`config.mk`:
```
export PLATFORM = sky130hd
export DESIGN_NAME = aotf_top
export DESIGN_NICKNAME = d
export VERILOG_FILES = /design/src/rtl/aotf_top.v
export VERILOG_INCLUDE_DIRS = /design/src /design/src/rtl
export SDC_FILE = /design/constraint.sdc
export NUM_CORES = 2
export LEC_CHECK = 0
export ABC_AREA = 0
export BUFFER_PORTS_ARGS = -buffer_cell sky130_fd_sc_hd__buf_2
export CORE_MARGIN = 2
export CORE_UTILIZATION = 50
export DETAILED_ROUTE_END_ITERATION = 8
export GPL_ROUTABILITY_DRIVEN = 0
export PLACE_DENSITY = 0.66
export SLEW_MARGIN = 10
export SYNTH_ARGS = -nofsm -noshare
export SYNTH_HDL_FRONTEND = slang
export SYNTH_SLANG_ARGS = --single-unit
```
`constraint.sdc`:
```
create_clock -name CLK -period 12 [get_ports CLK]
set_input_delay 0.6 -clock CLK [delete_from_list [all_inputs] [get_ports CLK]]
set_output_delay 0.6 -clock CLK [all_outputs]
set_load 0.01 [all_outputs]
```
`src/rtl/aotf_consts.vh`:
```
// constants of the output test and format control block
`ifndef AOTF_CONSTS_VH
`define AOTF_CONSTS_VH

// register addresses (13-bit serial port address space)
`define AOTF_A_DEVIDX    13'h0005
`define AOTF_A_ENH       13'h000C
`define AOTF_A_TEST      13'h000D
`define AOTF_A_TRIM      13'h0010
`define AOTF_A_OMODE     13'h0014
`define AOTF_A_ODRV      13'h0015
`define AOTF_A_UP1L      13'h0019
`define AOTF_A_UP1H      13'h001A
`define AOTF_A_UP2L      13'h001B
`define AOTF_A_UP2H      13'h001C

// reset values
`define AOTF_R_DEVIDX    6'h3F
`define AOTF_R_TEST      8'h00
`define AOTF_R_TRIM      8'h00
`define AOTF_R_OMODE     8'h01
`define AOTF_R_ENH       8'h00
`define AOTF_R_ODRV      8'h00
`define AOTF_R_UP        16'h0000

// writable bit masks of the byte-wide registers
`define AOTF_M_ENH       8'h04
`define AOTF_M_TEST      8'hCF
`define AOTF_M_ODRV      8'h31

// field positions
`define AOTF_B_PNLRST    5
`define AOTF_B_PNSRST    4
`define AOTF_B_INV       2
`define AOTF_B_FMT       0
`define AOTF_B_LVDS      6

// pattern select codes
`define AOTF_P_OFF       4'h0
`define AOTF_P_MID       4'h1
`define AOTF_P_PFS       4'h2
`define AOTF_P_NFS       4'h3
`define AOTF_P_CHK       4'h4
`define AOTF_P_PNL       4'h5
`define AOTF_P_PNS       4'h6
`define AOTF_P_WTGL      4'h7
`define AOTF_P_USER      4'h8
`define AOTF_P_BALT      4'h9
`define AOTF_P_SYNC      4'hA
`define AOTF_P_BTGL      4'hB

// user pattern modes
`define AOTF_U_SINGLE    2'h0
`define AOTF_U_ALT       2'h1
`define AOTF_U_SONCE     2'h2
`define AOTF_U_AONCE     2'h3

// pattern words (14-bit, offset binary)
`define AOTF_W_MID       14'h2000
`define AOTF_W_PFS       14'h3FFF
`define AOTF_W_NFS       14'h0000
`define AOTF_W_ALTA      14'h2AAA
`define AOTF_W_ALTB      14'h1555
`define AOTF_W_SYNC      14'h3F80
`define AOTF_W_MAX       14'h3FFF

// pseudorandom generator seeds
`define AOTF_PNL_SEED    23'h7FFFFF
`define AOTF_PNS_SEED    9'h1FF

// serial port frame: 16 instruction bits then 8 data bits
`define AOTF_SPI_INSTR   5'h10
`define AOTF_SPI_LAST    5'h17
`define AOTF_SPI_END     5'h18

`endif

```
`src/rtl/aotf_top.v`:
```
// output test pattern and format control with serial register port
`timescale 1ns/1ps
`include "aotf_consts.vh"

// ------------------------------------------------------------
// fifo between formatter and output stream
// ------------------------------------------------------------
module aotf_fifo #(
   parameter W  = 112,
   parameter AW = 4
) (
   input  wire         CLK,
   input  wire         SRST,
   input  wire         IN_VALID,
   output wire         IN_READY,
   input  wire [W-1:0] IN_DATA,
   output wire         OUT_VALID,
   input  wire         OUT_READY,
   output wire [W-1:0] OUT_DATA
);
   reg [W-1:0] mem [0:(1<<AW)-1];
   reg [AW-1:0] wp_q;
   reg [AW-1:0] rp_q;
   reg [AW:0]   cnt_q;
   wire push = IN_VALID & IN_READY;
   wire pop  = OUT_VALID & OUT_READY;

   assign IN_READY  = (cnt_q != (1 << AW));
   assign OUT_VALID = (cnt_q != 0);
   assign OUT_DATA  = mem[rp_q];      // words sit in flops

   // pointers and fill count
   always @(posedge CLK) begin
      if (SRST) begin
         wp_q  <= {AW{1'b0}};
         rp_q  <= {AW{1'b0}};
         cnt_q <= {(AW+1){1'b0}};
      end else begin
         if (push)
            wp_q <= wp_q + 1'b1;
         if (pop)
            rp_q <= rp_q + 1'b1;
         if (push & ~pop)
            cnt_q <= cnt_q + 1'b1;
         else if (pop & ~push)
            cnt_q <= cnt_q - 1'b1;
      end
   end

   // storage has no reset; only words behind wp_q are ever read
   always @(posedge CLK) begin
      if (push)
         mem[wp_q] <= IN_DATA;
   end
endmodule

// ------------------------------------------------------------
// top: register port, pattern generators, per-channel formatter
// ------------------------------------------------------------
module aotf_top #(
   parameter NCH = 8,
   parameter DW  = 14,
   parameter FAW = 4
) (
   input  wire            CLK,
   input  wire            SRST,
   input  wire            SCLK,
   input  wire            CSB,
   input  wire            SDIO_IN,
   output wire            SDIO_OUT,
   output wire            SDIO_OE,
   input  wire            IN_VALID,
   output wire            IN_READY,
   input  wire [NCH*DW-1:0] IN_DATA,
   output wire            OUT_VALID,
   input  wire            OUT_READY,
   output wire [NCH*DW-1:0] OUT_DATA
);
   // pattern word for a test code; user word and alternation given
   function [DW-1:0] pat_word;
      input [3:0]    code;
      input          tgl;
      input [DW-1:0] pnl;
      input [DW-1:0] pns;
      input [DW-1:0] usr;
      begin
         case (code)
            `AOTF_P_MID:  pat_word = `AOTF_W_MID;
            `AOTF_P_PFS:  pat_word = `AOTF_W_PFS;
            `AOTF_P_NFS:  pat_word = `AOTF_W_NFS;
            `AOTF_P_CHK:  pat_word = tgl ? `AOTF_W_ALTB : `AOTF_W_ALTA;
            `AOTF_P_PNL:  pat_word = pnl;
            `AOTF_P_PNS:  pat_word = pns;
            `AOTF_P_WTGL: pat_word = tgl ? `AOTF_W_NFS : `AOTF_W_PFS;
            `AOTF_P_USER: pat_word = usr;
            `AOTF_P_BALT: pat_word = `AOTF_W_ALTA;
            `AOTF_P_SYNC: pat_word = `AOTF_W_SYNC;
            `AOTF_P_BTGL: pat_word = tgl ? `AOTF_W_ALTB : `AOTF_W_ALTA;
            default:      pat_word = `AOTF_W_NFS;
         endcase
      end
   endfunction

   // ------------------------------------------------------------
   // serial register port
   // ------------------------------------------------------------
   reg        sclk_q;
   reg [4:0]  bit_q;
   reg [15:0] ins_q;
   reg [6:0]  wsh_q;
   reg [7:0]  rsh_q;
   reg        oe_q;
   wire       rise = SCLK & ~sclk_q & ~CSB;
   wire       fall = ~SCLK & sclk_q & ~CSB;
   wire [12:0] addr = ins_q[12:0];
   wire       wr = rise & (bit_q == `AOTF_SPI_LAST) & ~ins_q[15];
   wire [7:0] wdat = {wsh_q, SDIO_IN};
   reg  [7:0] rd_val;

   assign SDIO_OUT = rsh_q[7];
   assign SDIO_OE  = oe_q;

   // frame counter: one byte per frame, extra clocks are ignored
   always @(posedge CLK) begin
      if (SRST) begin
         sclk_q <= 1'b0;
         bit_q  <= 5'h00;
         ins_q  <= 16'h0000;
         wsh_q  <= 7'h00;
         rsh_q  <= 8'h00;
         oe_q   <= 1'b0;
      end else begin
         sclk_q <= SCLK;
         if (CSB) begin
            bit_q <= 5'h00;
            oe_q  <= 1'b0;
         end else begin
            if (rise && bit_q != `AOTF_SPI_END) begin
               bit_q <= bit_q + 5'h01;
               if (bit_q < `AOTF_SPI_INSTR)
                  ins_q <= {ins_q[14:0], SDIO_IN};
               else
                  wsh_q <= {wsh_q[5:0], SDIO_IN};
            end
            // read data leaves on falling edges after the instruction
            if (fall) begin
               if (bit_q == `AOTF_SPI_INSTR && ins_q[15]) begin
                  rsh_q <= rd_val;
                  oe_q  <= 1'b1;
               end else if (bit_q == `AOTF_SPI_END) begin
                  oe_q  <= 1'b0;
               end else if (oe_q) begin
                  rsh_q <= {rsh_q[6:0], 1'b0};
               end
            end
         end
      end
   end

   // ------------------------------------------------------------
   // global registers
   // ------------------------------------------------------------
   reg [5:0]  devidx_q;
   reg        fmt_q;
   reg        lvds_q;
   reg        pnl_rst_q;
   reg        pns_rst_q;
   reg [15:0] up1_q;
   reg [15:0] up2_q;
   // reset image of the output mode register, so one field can be picked
   localparam [7:0] omode_rst = `AOTF_R_OMODE;

   always @(posedge CLK) begin
      if (SRST) begin
         devidx_q  <= `AOTF_R_DEVIDX;
         fmt_q     <= omode_rst[`AOTF_B_FMT];
         lvds_q    <= 1'b0;
         pnl_rst_q <= 1'b0;
         pns_rst_q <= 1'b0;
         up1_q     <= `AOTF_R_UP;
         up2_q     <= `AOTF_R_UP;
      end else if (wr) begin
         case (addr)
            `AOTF_A_DEVIDX: devidx_q <= wdat[5:0];
            `AOTF_A_TEST: begin
               // generator holds ignore the channel selection
               pnl_rst_q <= wdat[`AOTF_B_PNLRST];
               pns_rst_q <= wdat[`AOTF_B_PNSRST];
            end
            `AOTF_A_OMODE: begin
               fmt_q  <= wdat[`AOTF_B_FMT];
               lvds_q <= wdat[`AOTF_B_LVDS];
            end
            `AOTF_A_UP1L: up1_q[7:0]  <= wdat;
            `AOTF_A_UP1H: up1_q[15:8] <= wdat;
            `AOTF_A_UP2L: up2_q[7:0]  <= wdat;
            `AOTF_A_UP2H: up2_q[15:8] <= wdat;
            default: ;
         endcase
      end
   end

   // ------------------------------------------------------------
   // shared pattern sources
   // ------------------------------------------------------------
   reg  [22:0] pnl_q;
   reg  [8:0]  pns_q;
   reg         tgl_q;
   wire        fifo_rdy;
   wire        push = IN_VALID & fifo_rdy;
   wire [NCH*DW-1:0] fmt_data;

   assign IN_READY = fifo_rdy;

   // generators step once per accepted sample set, held while reset bit set
   always @(posedge CLK) begin
      if (SRST) begin
         pnl_q <= `AOTF_PNL_SEED;
         pns_q <= `AOTF_PNS_SEED;
         tgl_q <= 1'b0;
      end else begin
         if (pnl_rst_q)
            pnl_q <= `AOTF_PNL_SEED;
         else if (push)
            pnl_q <= {pnl_q[21:0], pnl_q[22] ^ pnl_q[17]};
         if (pns_rst_q)
            pns_q <= `AOTF_PNS_SEED;
         else if (push)
            pns_q <= {pns_q[7:0], pns_q[8] ^ pns_q[4]};
         if (push)
            tgl_q <= ~tgl_q;
      end
   end

   // ------------------------------------------------------------
   // per-channel registers and formatter
   // ------------------------------------------------------------
   wire [NCH*8-1:0] tm_f;
   wire [NCH*8-1:0] trim_f;
   wire [NCH*8-1:0] enh_f;
   wire [NCH*8-1:0] drv_f;
   wire [NCH-1:0]   inv_f;

   genvar i;
   generate
      for (i = 0; i < NCH; i = i + 1) begin : g_ch
         reg  [7:0]    tm_q;
         reg  [7:0]    trim_q;
         reg  [7:0]    enh_q;
         reg  [7:0]    drv_q;
         reg           inv_q;
         reg  [1:0]    ucnt_q;
         reg  [DW-1:0] usr;
         reg  [DW-1:0] word;
         reg  [15:0]   sum;
         wire          sel = devidx_q[i/2];
         wire          cw = wr & sel;
         wire [DW-1:0] smp = IN_DATA[i*DW +: DW];

         assign tm_f[i*8 +: 8]   = tm_q;
         assign trim_f[i*8 +: 8] = trim_q;
         assign enh_f[i*8 +: 8]  = enh_q;
         assign drv_f[i*8 +: 8]  = drv_q;
         assign inv_f[i]         = inv_q;

         // local registers, written only when this channel is selected
         always @(posedge CLK) begin
            if (SRST) begin
               tm_q   <= `AOTF_R_TEST;
               trim_q <= `AOTF_R_TRIM;
               enh_q  <= `AOTF_R_ENH;
               drv_q  <= `AOTF_R_ODRV;
               inv_q  <= 1'b0;
               ucnt_q <= 2'h0;
            end else begin
               if (cw && addr == `AOTF_A_TEST) begin
                  tm_q   <= wdat & `AOTF_M_TEST;
                  ucnt_q <= 2'h0;                             // restart once
               end else if (push && tm_q[3:0] == `AOTF_P_USER) begin
                  if (!tm_q[7])
                     ucnt_q <= {1'b0, ~ucnt_q[0]};
                  else if (ucnt_q != 2'h2)
                     ucnt_q <= ucnt_q + 2'h1;
               end
               if (cw && addr == `AOTF_A_TRIM)
                  trim_q <= wdat;
               if (cw && addr == `AOTF_A_ENH)
                  enh_q <= wdat & `AOTF_M_ENH;
               if (cw && addr == `AOTF_A_ODRV)
                  drv_q <= wdat & `AOTF_M_ODRV;
               if (cw && addr == `AOTF_A_OMODE)
                  inv_q <= wdat[`AOTF_B_INV];
            end
         end

         // user word; once modes fall to zero after the last word
         always @* begin
            case (tm_q[7:6])
               `AOTF_U_SINGLE: usr = up1_q[15:16-DW];
               `AOTF_U_ALT:    usr = ucnt_q[0] ? up2_q[15:16-DW]
                                               : up1_q[15:16-DW];
               `AOTF_U_SONCE:  usr = (ucnt_q == 2'h0) ? up1_q[15:16-DW]
                                                      : {DW{1'b0}};
               `AOTF_U_AONCE:  usr = (ucnt_q == 2'h0) ? up1_q[15:16-DW] :
                                     (ucnt_q == 2'h1) ? up2_q[15:16-DW] :
                                     {DW{1'b0}};
               default:        usr = up1_q[15:16-DW];
            endcase
         end

         // trim with saturation, then coding, then complement
         always @* begin
            sum = {2'b00, smp} + {{8{trim_q[7]}}, trim_q};
            if (sum[15])
               word = {DW{1'b0}};
            else if (sum[14])
               word = `AOTF_W_MAX;
            else
               word = sum[DW-1:0];
            if (fmt_q)
               word[DW-1] = ~word[DW-1];
            if (inv_q)
               word = ~word;
            // test data bypasses trim, coding and inversion
            if (tm_q[3:0] != `AOTF_P_OFF && tm_q[3:0] <= `AOTF_P_BTGL)
               word = pat_word(tm_q[3:0], tgl_q, pnl_q[DW-1:0],
                               {pns_q, pnl_q[DW-10:0]}, usr);
         end

         assign fmt_data[i*DW +: DW] = word;
      end
   endgenerate

   // readback shows the lowest-numbered selected channel
   wire [2:0] rc = devidx_q[0] ? 3'd0 : devidx_q[1] ? 3'd2 :
                   devidx_q[2] ? 3'd4 : devidx_q[3] ? 3'd6 : 3'd0;

   always @* begin
      case (addr)
         `AOTF_A_DEVIDX: rd_val = {2'b00, devidx_q};
         `AOTF_A_ENH:    rd_val = enh_f[rc*8 +: 8];
         `AOTF_A_TEST:   rd_val = tm_f[rc*8 +: 8] |
                                  {2'b00, pnl_rst_q, pns_rst_q, 4'h0};
         `AOTF_A_TRIM:   rd_val = trim_f[rc*8 +: 8];
         `AOTF_A_OMODE:  rd_val = {1'b0, lvds_q, 3'b000, inv_f[rc],
                                   1'b0, fmt_q};
         `AOTF_A_ODRV:   rd_val = drv_f[rc*8 +: 8];
         `AOTF_A_UP1L:   rd_val = up1_q[7:0];
         `AOTF_A_UP1H:   rd_val = up1_q[15:8];
         `AOTF_A_UP2L:   rd_val = up2_q[7:0];
         `AOTF_A_UP2H:   rd_val = up2_q[15:8];
         default:        rd_val = 8'h00;
      endcase
   end

   // ------------------------------------------------------------
   // output buffer; a stalled consumer back-pressures IN_READY
   // ------------------------------------------------------------
   aotf_fifo #(
      .W  (NCH*DW),
      .AW (FAW)
   ) u_fifo (
      .CLK       (CLK),
      .SRST      (SRST),
      .IN_VALID  (IN_VALID),
      .IN_READY  (fifo_rdy),
      .IN_DATA   (fmt_data),
      .OUT_VALID (OUT_VALID),
      .OUT_READY (OUT_READY),
      .OUT_DATA  (OUT_DATA)
   );
endmodule

```
## Yosys cells after proc, flatten, opt, wreduce, memory -nomap -nowiden

Memories as Yosys holds them, arrays and structs flattened. A register that Yosys moved wholly into a read port is not among the register bits.
Cells that the tools add are included.

- Memories: 1
- Output and inout bits: 116
- Bits in writable memories: 1792
- Input port bits: 119
- Word-level logic and storage cells: 426
- Bits in registers: 218

- Shift operators: 4
- Reductions and logical operators: 80
- Equal/unequal tests: 92
- $add $sub $neg: 21
- Order comparisons: 6
- Muxes and demuxes: 124
- Bitwise gates (word level): 49

Memory list:

| name | words | width | read ports | clocked after Yosys merged registers in | wr ports | line | RTL |
|---|---|---|---|---|---|---|---|
| u_fifo.mem | 16 | 112 | 1 | 1 | 1 | aotf_top.v:21 | `reg [W-1:0] mem [0:(1<<AW)-1];` |

Operators by type and width:

| operator | count |
|---|---|
| 14-bit case mux with 9 select lines | 8 |
| 14-bit 2-to-1 mux | 66 |
| 14-bit case mux with 4 select lines | 8 |
| 64-bit by 7-bit indexed part select with 8-bit output | 4 |
| 15-bit by 8-bit adder with 16-bit output | 8 |
| 14-bit inverter | 8 |
| 13-bit by 5-bit equality test with 1-bit output (second input constant) | 7 |
| 8-bit case mux with 10 select lines | 1 |
| 4-bit by 3-bit equality test with 1-bit output (second input constant) | 16 |
| 4-bit equality test (second input constant) | 16 |
| 2-bit 2-to-1 mux | 16 |
| 2-bit AND reduction | 16 |
| 1-bit logical AND | 30 |
| 13-bit by 4-bit equality test with 1-bit output (second input constant) | 2 |
| 2-bit by 1-bit equality test with 1-bit output (second input constant) | 12 |
| 2-bit logical NOT | 12 |
| 8-bit 2-to-1 mux | 3 |
| 1-bit inverter | 24 |
| 2-bit OR reduction | 11 |
| 2-bit != test (second input constant) | 9 |
| 2-bit by 1-bit adder with 2-bit output (second input constant) | 8 |
| 2-bit equality test (second input constant) | 8 |
| 4-bit by 1-bit equality test with 1-bit output (second input constant) | 4 |
| 4-bit by 2-bit equality test with 1-bit output (second input constant) | 4 |
| 23 further kinds | 75 |

## Longest topological paths before layout

- Depth after elaboration: 8
- Depth in mapped cells: 15

## Modules after synthesis

Synthesis repeated with hierarchy kept, for this count alone.

- Cell total of the unflattened synthesis: 5650
- Area total of the unflattened synthesis: 88693.8 um^2

Modules (own cells, without submodules):

| module | area each (um^2) | instances | cells an instance |
|---|---|---|---|
| aotf_fifo | 67762.5 | 1 | 2840 |
| aotf_top | 20931.3 | 1 | 2810 |

## Worst setup path before layout

Ideal clock, no wire load.

- Path type: reg-to-reg
- Start: register u_fifo.cnt_q[0]
- End: memory u_fifo.mem[2][0], enable pin
- Required time: 11.280 ns
- Library setup time: 0.720 ns
- Path slack: 2.355 ns
- Arrival time: 8.925 ns
- Cell stages (with the launch flop): 8
- Clock period less this slack: 9.645 ns
- Cell sequence: dfxtp_1 nor4_1 nand2_1 nand2_1 inv_1 clkbuf_1 nand2_1 nor3_1

- Cells in the longest elaborated chain, start to end: 4

RTL lines:

| element | line | RTL |
|---|---|---|
| start: declaration | aotf_top.v:24 | `reg [AW:0] cnt_q;` |
| start signal: assignment | aotf_top.v:37 | `cnt_q <= {(AW+1){1'b0}};` |
| start signal: assignment | aotf_top.v:44 | `cnt_q <= cnt_q + 1'b1;` |
| start signal: assignment | aotf_top.v:46 | `cnt_q <= cnt_q - 1'b1;` |
| 5-bit != test | aotf_top.v:28 | `assign IN_READY = (cnt_q != (1 << AW));` |
| via IN_READY | aotf_top.v:73 | `output wire IN_READY,` |
| 1-bit AND | aotf_top.v:25 | `wire push = IN_VALID & IN_READY;` |
| 1-bit 2-to-1 mux | aotf_top.v:52 | `if (push)` |
| 1-bit 2-to-1 mux (not written as such) | aotf_top.v:53 | `mem[wp_q] <= IN_DATA;` |
| end: declaration | aotf_top.v:21 |  |

The timed path passes the listed nets, and every way through them passes these cells.

==> flow_metrics.env <==
export IMPL_cp_start_kind="register"
export IMPL_grt_max_degree=123
export IMPL_boundaryPins=235
export IMPL_fin_nets=5875
export IMPL_netlist_instances=5400
export IMPL_outcome="completed"
export IMPL_fp_dieArea_um2=180000
export IMPL_cts_sink_count=2014
export IMPL_dpl_hpwl_um=140000
export IMPL_grt_pass1_vias=50053
export IMPL_die_x_um=424
export IMPL_grt_total_usage=0.265
export IMPL_ant_nets=0
export IMPL_skew_ns=0.0371
export IMPL_synth_area_um2=88300
export IMPL_drive_above_1_share=0.222
export IMPL_place_port_buffers=234
export IMPL_power_density_nw_per_um2=170
export IMPL_async_flop_share=0
export IMPL_overflow=0
export IMPL_areaGrowthSynthToFinish_pct=11.6
export IMPL_initial_core_util=0.502
export IMPL_htreeDepth=4
export IMPL_ctsResizeCount=0
export IMPL_wl_um=241000
export IMPL_drc=0
export IMPL_seq_area_frac_synth=0.660
export IMPL_ir_drop_mv=0.161
export IMPL_fin_tns_setup_ns=0
export IMPL_ys_warnings_count=0
export IMPL_coreArea_um2=176000
export IMPL_worstPathRequired_ns=11.40
export IMPL_drv_slew=0
export IMPL_vias=52227
export IMPL_cp_end_kind="primary output"
export IMPL_yosys_most_used_dff="edfxtp_1"
export IMPL_met3_usage=0.0490
export IMPL_finalSetupViolCount=0
export IMPL_synth_nets=5683
export IMPL_antenna_found_initial=17
export IMPL_ctsLongestPathBuffers=3
export IMPL_drtIter0Drc=6620
export IMPL_rows=154
export IMPL_rsz0062_at_grt="no"
export IMPL_busiest_layer="met2"
export IMPL_fin_worst_hold_slack_ns=0.0879
export IMPL_fin_crit_ns=5.64
export IMPL_synth_distinct_cells=81
export IMPL_dieHeight_um=424
export IMPL_synth_edf_count=1792
export IMPL_arrival_ns=5.04
export IMPL_hold_viol=0
export IMPL_grtUsageMet1=0.365
export IMPL_p_leak_nw=31.6
export IMPL_critPathKind="register to primary output"
export IMPL_avgSynthCellArea_um2=16.4
export IMPL_path_clk_slew_ns=0.06
export IMPL_wl_per_cell_um=29.8
export IMPL_grt_util_met2=0.424
export IMPL_tightest_slew_ns=1.33
export IMPL_cts_tree="done"
export IMPL_cts_buffers_inserted=197
export IMPL_vias_per_cell=6.45
export IMPL_relSlewSlack=0.108
export IMPL_fin_crit_sh=0.470
export IMPL_max_freq_ghz=0.177
export IMPL_first_pass_iters=6
export IMPL_grt_pass1_wl_um=347000
export IMPL_cts_root_buf="clkbuf_16"
export IMPL_crit_fanout=77
export IMPL_drv_cap=0
export IMPL_ys_seq_elements=2014
export IMPL_clk_latency_ns=0.88
export IMPL_hold_path_class="input pin to register"
routing by layer:
| metal | vias to the layer above | wire, um |
|---|---|---|
| met4 | 6 | 9780 |
| met5 | - | 33 |
| met2 | 2531 | 116000 |
| li1 | 22247 | - |
| met3 | 539 | 20700 |
| met1 | 26904 | 95100 |
layout by cell type (no fill, tap or decap), types with 89 or more instances in the layout:
master     netlist  final
mux4_2         571    571
buf_2            7    234
a22oi_1         97     97
nand2_1        444    444
clkbuf_16        0    201
edfxtp_1      1792   1792
nor2_1         160    147
dfxtp_1        222    218
o21ai_0        147    147
ha_1           155    155
a21oi_1        325    325
nand3_1        102    102
buf_4            0     89
metrics by stage:
| step | utilization | setup WS, ns | total power [W] | area, um^2 | instances |
|---|---|---|---|---|---|
| 4_1_cts | 0.560 | 6.14 | 0.0169 | 98500 | 8090 |
| 6_report | 0.561 | 6.36 | 0.0168 | 98600 | 8102 |
| 3_3_place_gp | 0.524 | 7.11 | 0.0108 | 92100 | 7725 |
| 2_1_floorplan | - | 2.35 | 0.0100 | 88300 | 5400 |
| 5_1_grt | 0.561 | 5.89 | 0.0173 | 98600 | 8102 |
| 3_5_place_dp | 0.524 | 7.08 | 0.0109 | 92100 | 7725 |
worst max-delay path, cell delays in order, from the launching register on:
cell	delay [ns]
dfxtp_4	0.62
buf_12	0.51
buf_4	0.86
buf_4	0.68
mux4_2	0.59
mux4_2	0.52
buf_2	0.16
power breakdown:
group          switching, W  internal, W
logic               0.00136      0.00131
clock network       0.00264      0.00347
registers          0.000147      0.00785
cell families (layout without fill, tap and decap cells):
group                    after synthesis  in the layout  share of synthesized area
AO/OA/AOI/OAI                       1061           1061                     0.0819
XOR/XNOR                             130            130                     0.0131
AND/OR/NAND/NOR                     1019           1019                     0.0538
flip-flops                          2014           2014                      0.660
other                                  0              5                          0
buffers and inverters                402            759                     0.0173
multiplexers                         610            610                      0.150
adder cells (fa/ha/maj)              164            164                     0.0240
flip-flops by register name (all words and copies together), names as in the netlist, 4 cells and up, named ones only:
| signal | flops |
|---|---|
| g_ch.drv_q | 12 |
| g_ch.trim_q | 32 |
| g_ch.enh_q | 4 |
| pns_q | 9 |
| g_ch.ucnt_q | 16 |
| g_ch.inv_q | 4 |
| up2_q | 16 |
| up1_q | 16 |
| devidx_q | 6 |
| u_fifo.rp_q | 4 |
| u_fifo.wp_q | 4 |
| pnl_q | 23 |
| bit_q | 5 |
| g_ch.tm_q | 24 |
| wsh_q | 7 |
| ins_q | 16 |
| u_fifo.mem | 1792 |
| u_fifo.cnt_q | 5 |
| rsh_q | 8 |
cell type report:
type                       instances  area, um^2
fill                           13417       77200
sequential                      2014       58300
multi-input combinational       2984       28700
clock buffer                     256        5310
tap                             2340        2930
timing repair buffer             337        2080
clock inverter                   108        1070
inverter                          58         218
antenna                            5        12.5
timing repair:
item	4_1_cts	5_1_grt
endpoints found under the setup margin	0	0
hold buffers	1	0
setup buffers	0	0
hold endpoints to repair	1	0
synth_stat cells (16+ instances only):
cell	count	area share
or2_2	40	0.0028
buf_1	76	0.0032
o211ai_1	71	0.0060
a211oi_1	26	0.0022
o21bai_1	17	0.0014
xor2_1	44	0.0044
and2_1	16	0.0011
a22o_1	47	0.0047
inv_1	57	0.0024
o21a_1	37	0.0031
and3_1	17	0.0012
mux2i_1	33	0.0037
a21o_1	40	0.0034
nor3_1	69	0.0039
o21ai_0	147	0.0083
nand2b_1	36	0.0026
edfxtp_1	1792	0.61
nand2_1	444	0.019
nor2_1	160	0.0068
a221oi_1	18	0.0018
clkbuf_1	260	0.011
mux4_2	571	0.15
ha_1	155	0.022
or3_1	18	0.0013
a211o_1	21	0.0021
a22oi_1	97	0.0082
xnor2_1	85	0.0084
a221o_1	67	0.0076
nand3_1	102	0.0058
a21oi_1	325	0.018
nor2b_1	48	0.0034
o2111ai_1	19	0.0019
dfxtp_1	222	0.050
o22ai_1	20	0.0014
final timing paths:
path / from / end / slack, ns / cells past startpoint
setup / recovery: register / OUT_DATA[43] / 6.36 / 6
hold / removal: SRST / u_fifo.cnt_q[1] / 0.09 / 2
setup reg to reg: g_ch[7].trim_q[7] / u_fifo.mem[13][103] / 7.33 / 10
hold reg to reg: ins_q[14] / ins_q[15] / 0.45 / 2
Note: power is estimated with default switching activity, not from simulation.
